--- src/ast_pkg.sv ---
// constants and types for the asynchronous serial transmitter
package ast_pkg;

	localparam logic [2:0] ADDR_TX_STATUS_CONTROL = 3'h0;
	localparam logic [2:0] ADDR_RX_STATUS_CONTROL = 3'h1;
	localparam logic [2:0] ADDR_BAUD_CONTROL      = 3'h2;
	localparam logic [2:0] ADDR_DIVISOR_LOW       = 3'h3;
	localparam logic [2:0] ADDR_DIVISOR_HIGH      = 3'h4;
	localparam logic [2:0] ADDR_HOLDING_BUFFER    = 3'h5;
	localparam logic [2:0] ADDR_INTERRUPT_CONTROL = 3'h6;

	// transmit_status_control fields
	localparam int TXS_NINTH_DATA   = 0;
	localparam int TXS_SHIFT_EMPTY  = 1;
	localparam int TXS_HIGH_SPEED   = 2;
	localparam int TXS_SYNC_MODE    = 4;
	localparam int TXS_TX_ENABLE    = 5;
	localparam int TXS_NINE_BIT     = 6;
	// receive_status_control field
	localparam int RXS_PORT_ENABLE  = 7;
	// baud_control field
	localparam int BDC_WIDE_DIVISOR = 3;
	// interrupt_control fields
	localparam int INT_TX_ENABLE    = 0;
	localparam int INT_PERIPH       = 1;
	localparam int INT_GLOBAL       = 2;
	localparam int INT_BUF_EMPTY    = 4;

	localparam logic [7:0]  RESET_BYTE         = 8'h00;
	localparam logic [15:0] RESET_DIVISOR      = 16'h0000;
	localparam logic [3:0]  DATA_BITS_EIGHT    = 4'h8;
	localparam logic [3:0]  DATA_BITS_NINE     = 4'h9;
	localparam logic [1:0]  FLAG_VALID_DELAY   = 2'h2;
	localparam logic [3:0]  PRESCALE_HIGH      = 4'h0;
	localparam logic [3:0]  PRESCALE_MID       = 4'h3;
	localparam logic [3:0]  PRESCALE_LOW       = 4'hF;

	typedef enum logic [1:0] {
		AST_IDLE,
		AST_START,
		AST_DATA,
		AST_STOP
	} ast_state_e;

endpackage : ast_pkg

--- src/ast_baud_gen.sv ---
// baud tick generator with 8 or 16-bit divisor
`timescale 1ns/1ns
module ast_baud_gen
	import ast_pkg::*;
(
	// clock and reset
	input  wire logic        clk,
	input  wire logic        srst,
	// configuration
	input  wire logic        run,
	input  wire logic [15:0] divisor,
	input  wire logic        wide_divisor_select,
	input  wire logic        high_speed_rate_select,
	// tick out
	output logic             bit_tick
);

	typedef struct packed {
		logic [15:0] count;
		logic [3:0]  pre;
	} ast_bg_s;

	ast_bg_s st_reg;
	ast_bg_s st_next;
	logic [15:0] limit;
	logic [3:0]  pre_limit;

	always_comb begin
		limit     = wide_divisor_select ? divisor : {8'h00, divisor[7:0]};
		// prescale 16, 4 or 1 clocks per divisor step, by rate selects
		if (wide_divisor_select && high_speed_rate_select) begin
			pre_limit = PRESCALE_HIGH;
		end else if (wide_divisor_select || high_speed_rate_select) begin
			pre_limit = PRESCALE_MID;
		end else begin
			pre_limit = PRESCALE_LOW;
		end
		st_next = st_reg;
		if (!run) begin
			st_next.count = 16'h0000;
			st_next.pre   = 4'h0;
		end else if (st_reg.pre != pre_limit) begin
			st_next.pre = st_reg.pre + 4'h1;
		end else begin
			st_next.pre = 4'h0;
			if (st_reg.count >= limit) begin
				st_next.count = 16'h0000;
			end else begin
				st_next.count = st_reg.count + 16'h0001;
			end
		end
	end

	always_ff @(posedge clk) begin
		if (srst) begin
			st_reg <= '0;
		end else begin
			st_reg <= st_next;
		end
	end

	// tick is combinational: a registered tick would stretch the start bit by a clock
	assign bit_tick = run && (st_reg.pre == pre_limit) && (st_reg.count >= limit);

endmodule : ast_baud_gen

--- src/ast_transmitter.sv ---
// asynchronous serial transmitter with registers and pin control
`timescale 1ns/1ns
module ast_transmitter
	import ast_pkg::*;
(
	// clock and reset
	input  wire logic       clk,
	input  wire logic       srst,
	// register port
	input  wire logic [2:0] reg_addr,
	input  wire logic [7:0] reg_wdata,
	input  wire logic       reg_wr,
	input  wire logic       reg_rd,
	output logic      [7:0] reg_rdata,
	// general purpose fallback for the transmit pin
	input  wire logic       gpio_out,
	input  wire logic       gpio_oe,
	// transmit_clock_pin
	output logic            transmit_clock_pin_o,
	output logic            transmit_clock_pin_oe,
	// interrupt request towards the core
	output logic            transmit_irq
);

	typedef struct packed {
		logic [7:0]  tx_ctl;
		logic        port_enable;
		logic        wide_div;
		logic [15:0] divisor;
		logic [7:0]  hold_data;
		logic        hold_ninth;
		logic        hold_full;
		logic [8:0]  shifter;
		logic [3:0]  bits_left;
		logic [3:0]  frame_bits;
		ast_state_e  state;
		logic        line;
		logic [1:0]  flag_delay;
		logic        flag_shown;
		logic [2:0]  int_ctl;
		logic [7:0]  rdata;
	} ast_tx_s;

	ast_tx_s st_reg;
	ast_tx_s st_next;
	logic    tx_active;
	logic    bit_tick;
	logic    busy;
	logic    buf_empty_true;
	logic    write_hold;

	function automatic logic [7:0] sel_byte(input logic [2:0] a, input ast_tx_s s,
		input logic shift_empty, input logic buf_empty);
		logic [7:0] v;
		v = 8'h00;
		case (a)
			ADDR_TX_STATUS_CONTROL: begin
				v = s.tx_ctl;
				v[TXS_SHIFT_EMPTY] = shift_empty;
			end
			ADDR_RX_STATUS_CONTROL: v[RXS_PORT_ENABLE] = s.port_enable;
			ADDR_BAUD_CONTROL:      v[BDC_WIDE_DIVISOR] = s.wide_div;
			ADDR_DIVISOR_LOW:       v = s.divisor[7:0];
			ADDR_DIVISOR_HIGH:      v = s.divisor[15:8];
			ADDR_HOLDING_BUFFER:    v = s.hold_data;
			ADDR_INTERRUPT_CONTROL: begin
				v[2:0] = s.int_ctl;
				v[INT_BUF_EMPTY] = buf_empty;
			end
			default:                v = 8'h00;
		endcase
		return v;
	endfunction : sel_byte

	// only the transmit section lives here; receive side shares format and rate
	assign tx_active = st_reg.tx_ctl[TXS_TX_ENABLE] && !st_reg.tx_ctl[TXS_SYNC_MODE]
		&& st_reg.port_enable;
	assign busy = (st_reg.state != AST_IDLE);
	assign write_hold = reg_wr && (reg_addr == ADDR_HOLDING_BUFFER);

	ast_baud_gen u_baud (
		.clk                    (clk),
		.srst                   (srst),
		.run                    (busy),
		.divisor                (st_reg.divisor),
		.wide_divisor_select    (st_reg.wide_div),
		.high_speed_rate_select (st_reg.tx_ctl[TXS_HIGH_SPEED]),
		.bit_tick               (bit_tick)
	);

	assign buf_empty_true = st_reg.tx_ctl[TXS_TX_ENABLE] && !st_reg.hold_full;

	always_comb begin
		st_next = st_reg;
		st_next.rdata = 8'h00;
		if (reg_rd) begin
			st_next.rdata = sel_byte(reg_addr, st_reg, !busy, st_reg.flag_shown);
		end
		if (reg_wr) begin
			case (reg_addr)
				ADDR_TX_STATUS_CONTROL: begin
					st_next.tx_ctl = reg_wdata;
					st_next.tx_ctl[TXS_SHIFT_EMPTY] = 1'b0;
				end
				ADDR_RX_STATUS_CONTROL: st_next.port_enable = reg_wdata[RXS_PORT_ENABLE];
				ADDR_BAUD_CONTROL:      st_next.wide_div = reg_wdata[BDC_WIDE_DIVISOR];
				ADDR_DIVISOR_LOW:       st_next.divisor[7:0] = reg_wdata;
				ADDR_DIVISOR_HIGH:      st_next.divisor[15:8] = reg_wdata;
				ADDR_INTERRUPT_CONTROL: st_next.int_ctl = reg_wdata[2:0];
				default: begin
				end
			endcase
		end
		if (write_hold) begin
			st_next.hold_data  = reg_wdata;
			st_next.hold_ninth = st_reg.tx_ctl[TXS_NINTH_DATA];
			st_next.hold_full  = 1'b1;
		end

		// empty flag seen by software lags a buffer write by two cycles
		if (write_hold) begin
			st_next.flag_delay = FLAG_VALID_DELAY;
		end else if (st_reg.flag_delay != 2'h0) begin
			st_next.flag_delay = st_reg.flag_delay - 2'h1;
		end
		if (write_hold || st_reg.flag_delay > 2'h1) begin
			st_next.flag_shown = st_reg.flag_shown;
		end else begin
			st_next.flag_shown = buf_empty_true;
		end

		case (st_reg.state)
			AST_IDLE: begin
				st_next.line = 1'b1;
				// load on the clock after the buffer becomes full when idle
				if (tx_active && st_reg.hold_full) begin
					st_next.shifter    = {st_reg.hold_ninth, st_reg.hold_data};
					st_next.frame_bits = st_reg.tx_ctl[TXS_NINE_BIT] ? DATA_BITS_NINE
						: DATA_BITS_EIGHT;
					st_next.hold_full  = write_hold;
					st_next.line       = 1'b0;
					st_next.state      = AST_START;
				end
			end
			AST_START: begin
				if (bit_tick) begin
					st_next.line      = st_reg.shifter[0];
					st_next.bits_left = st_reg.frame_bits - 4'h1;
					st_next.shifter   = {1'b0, st_reg.shifter[8:1]};
					st_next.state     = AST_DATA;
				end
			end
			AST_DATA: begin
				if (bit_tick) begin
					if (st_reg.bits_left == 4'h0) begin
						st_next.line  = 1'b1;
						st_next.state = AST_STOP;
					end else begin
						st_next.line      = st_reg.shifter[0];
						st_next.shifter   = {1'b0, st_reg.shifter[8:1]};
						st_next.bits_left = st_reg.bits_left - 4'h1;
					end
				end
			end
			AST_STOP: begin
				if (bit_tick) begin
					// pending character goes straight to start, no idle gap
					if (tx_active && st_reg.hold_full) begin
						st_next.shifter    = {st_reg.hold_ninth, st_reg.hold_data};
						st_next.frame_bits = st_reg.tx_ctl[TXS_NINE_BIT] ? DATA_BITS_NINE
							: DATA_BITS_EIGHT;
						st_next.hold_full  = write_hold;
						st_next.line       = 1'b0;
						st_next.state      = AST_START;
					end else begin
						st_next.line  = 1'b1;
						st_next.state = AST_IDLE;
					end
				end
			end
			default: begin
				st_next.state = AST_IDLE;
				st_next.line  = 1'b1;
			end
		endcase

		// dropping the enable abandons the frame and flushes the buffer
		if (!tx_active) begin
			st_next.state = AST_IDLE;
			st_next.line  = 1'b1;
			if (!st_reg.tx_ctl[TXS_TX_ENABLE]) begin
				st_next.hold_full = 1'b0;
			end
		end
	end

	always_ff @(posedge clk) begin
		if (srst) begin
			st_reg         <= '0;
			st_reg.line    <= 1'b1;
			st_reg.state   <= AST_IDLE;
			st_reg.divisor <= RESET_DIVISOR;
			st_reg.tx_ctl  <= RESET_BYTE;
		end else begin
			st_reg <= st_next;
		end
	end

	assign reg_rdata = st_reg.rdata;
	assign transmit_clock_pin_o  = st_reg.port_enable ? st_reg.line : gpio_out;
	assign transmit_clock_pin_oe = st_reg.port_enable ? 1'b1 : gpio_oe;
	assign transmit_irq = st_reg.flag_shown && (&st_reg.int_ctl);

endmodule : ast_transmitter

--- config.mk ---
export PLATFORM = sky130hd
export DESIGN_NAME = ast_transmitter
export DESIGN_NICKNAME = d
export VERILOG_FILES = /design/src/ast_pkg.sv /design/src/ast_baud_gen.sv /design/src/ast_transmitter.sv
export SDC_FILE = /design/constraint.sdc
export NUM_CORES = 1
export LEC_CHECK = 0
export ABC_AREA = 1
export BUFFER_PORTS_ARGS = -buffer_cell sky130_fd_sc_hd__buf_2
export CORE_UTILIZATION = 50
export DETAILED_ROUTE_END_ITERATION = 8
export PLACE_DENSITY = 0.7
export SYNTH_ARGS = -nofsm -noshare
export SYNTH_HDL_FRONTEND = slang
export SYNTH_HIERARCHICAL = 1
export SYNTH_SLANG_ARGS = --single-unit
--- constraint.sdc ---
create_clock -name clk -period 2.3 [get_ports clk]
set_input_delay 0.345 -clock clk [delete_from_list [all_inputs] [get_ports clk]]
set_output_delay 0.345 -clock clk [all_outputs]
set_load 0.005 [all_outputs]
==> flow_summary_export.csv <==
group,metric,value,unit
run_status,status,"complete, but fails checks",
run_status,violations,"negative setup slack",
drt,routed_wirelength,11.6,mm
layout,diodes,0,
clock_network,cts_hold_buf,0,
drt,first_iter_violations,256,
synthesis,syn_avg_cell_area,6.84,um^2
floorplanning,rows,35,
layout,layout_commonest_cell,"nand2_1",
clock_network,htree_levels,3,
layout,largest_reg_flops,59,
layout,final_cell_mix,"nand2_1, nor2_1, dfxtp_1",
timing,hold_viol_final,0,
timing,rsz0062_at_grt,"true",
setup_path,crit_path_end_kind,"flip-flop",
power,p_per_area,518,nW/um^2
setup_path,crit_type,"reg2reg",
drt,first_pass_iters,5,
layout,area_delta_synth_final,15.3,%
synthesis,yosysSeqAreaShare,36.6,%
placed_design,hpwlAfterDp,8.40,mm
timing,period_share,101,%
setup_path,reg2regPathDepth,17,
power,peakVddDrop,0.353,mV
floorplanning,die_x,99.5,um
grt,grt_overflow,0,
clock_network,worst_skew_pair.late_latency,360,ps
grt,grt_pass1_wl,19.0,mm
floorplanning,die-area,9900,um^2
placed_design,place_ws,-279,ps
setup_path,critPathArrivalTime,2600,ps
layout,drive_gt1_share,19.6,%
clock_network,numCtsBuffers,9,
grt,grt_antenna_before_repair,0,
setup_path,worstReg2RegEnd,"st_reg[25]",
synthesis,syn_inst,695,
synthesis,syn_nets,735,
setup_path,worstPathMaxFanout,8,
drt,vias,4431,
floorplanning,boundaryPins,28,
synthesis,synthFlopType,"dfxtp_1",
synthesis,yosysWarnings,6,
grt,grt_max_degree,33,
layout,multi_input_area,2570,um^2
setup_path,cp-startpoint,"st_reg[60]",
placed_design,port_buffers,27,
synthesis,ys_seq_elements,87,
timing,maxSlewHeadroom,64.7,%
timing,finalCriticalPeriod,2330,ps
clock_network,tritoncts,"done",
min_path,hold_depth,3,
synthesis,async_flop_share,0,%
clock_network,cts.clk_slew.worst_paths,100,ps
drt,wl_met2,5.56,mm
drt,wl_per_cell,13.3,um
synthesis,synth_cell_types,35,
floorplanning,initial_core_util,51.4,%
drt,routed-wl-met3,481,um
floorplanning,die_h,99.5,um
timing,setup_violations,8,
layout,nets,779,
grt,grt_pass1_vias,4071,
grt,grt_usage,24.1,%
synthesis,synth_edf_count,0,
drt,drc,0,
drt,highest_layer,"met4",
layout,final_util,59.3,%
power,cellLeakagePower,0.00243,uW
setup_path,worst_setup_path_endpoint,"st_reg[25]",
clock_network,clk_path_buf_depth,2,
drt,ant_nets,0,
layout,seqCellArea,1750,um^2
timing,fmax,0.428,GHz
timing,finalWorstSetupSlack,-34.0,ps
setup_path,r2r_slack,-30,ps
placed_design,place_congestion,0.867,
clock_network,root_buffer,"clkbuf_8",
setup_path,cp_data_required_time,2570,ps
drt,vias_per_cell,5.08,
timing,setup-tns-final,-178,ps
clock_network,cts_sinks,87,
setup_path,worstReg2RegStart,"st_reg[60]",
min_path,min_path_type,"in2reg",
flow_run,cap_violations,0,
timing,slew_violations,0,
timing,clock_skew,11.9,ps
drt,wl_met1,5.34,mm
timing,tightestPinTransition,525,ps
layout,filler_cell_count,871,
setup_path,start_kind,"flip-flop",
floorplanning,core,9240,um^2
synthesis,netlist_area,4750,um^2
[Yosys cell counts (7+ instances only)]
library cell | instances | share of area, %
a21oi_1 | 50 | 5.3
buf_4 | 11 | 1.7
buf_6 | 7 | 1.7
clkbuf_1 | 8 | 0.63
dfxtp_1 | 87 | 37
ha_1 | 23 | 6.1
inv_1 | 84 | 6.6
inv_2 | 9 | 0.71
nand2_1 | 152 | 12
nand2_2 | 8 | 1.1
nand3_1 | 38 | 4.0
nor2_1 | 106 | 8.4
o21ai_0 | 32 | 3.4
o21ai_1 | 17 | 1.8
o22ai_1 | 11 | 1.4
xor2_1 | 9 | 1.7
[stage by stage]
step | hold slack (ps) | cells | total power, uW | area [um^2]
2_1_floorplan | 427 | 695 | 1690 | 4760
3_3_place_gp | 444 | 850 | 1760 | 5060
3_5_place_dp | 451 | 850 | 1760 | 5060
4_1_cts | 286 | 867 | 2850 | 5310
5_1_grt | 297 | 873 | 2960 | 5480
6_report | 295 | 873 | 2840 | 5480
[cell families after synthesis]
kind of cell               synth area share (%)
AOI/OAI and AO/OA                          12.8
DFF                                        36.6
buffers and inverters                      12.0
and+or+nand+nor                            30.5
adders and majority gates                  6.05
xor gates and xnor gates                   2.03
[area by class of cell]
class,instances,area share (%)
multi-input cells,484,46.9
flip-flops and latches,87,31.9
repair buffers,61,7.81
inverters,96,6.71
well taps,129,2.95
clock buffers,9,2.26
clock inverters,7,1.42
[how the worst min path moves through the flow]
stage,from,to,slack [ps]
after floorplan,st_reg[20],st_reg[20],430
after global placement,st_reg[13],st_reg[13],440
after detailed placement,st_reg[65],st_reg[65],450
after CTS,reg_wdata[1],st_reg[45],290
after global routing,reg_wdata[1],st_reg[45],300
final,reg_wdata[1],st_reg[45],300
[power by group]
group	leakage, uW	internal (uW)	switching (uW)
registers	0.000705	1530	17.3
clock network	0.000101	514	584
logic	0.00162	68.0	127
[per-layer routing]
layer	up-vias	track usage (%)
met5	-	0
met4	0	5.88
met3	21	4.85
met2	97	40.5
met1	2025	31.9
li1	2288	-
[critical path: stages, from the launching register on]
cell,delay [ps]
dfxtp_4,400
buf_6,130
nand2_4,50
ha_4,270
nand2_2,50
nor4_2,250
nand2_1,80
nand2_1,80
nand2_2,80
nor2_4,140
inv_2,50
o21ai_2,70
nand2_2,100
nor2_4,160
buf_12,150
nand2_4,40
nor2_2,100
nor2_1,50
[what timing repair did]
action | in CTS | in global routing
endpoints found under the setup margin | 15 | 16
pin swaps | 3 | 18
buffers inserted | 1 | 5
gates cloned | 0 | 1
resized for setup | 12 | 34
Note: power is estimated with default switching activity, not from simulation.
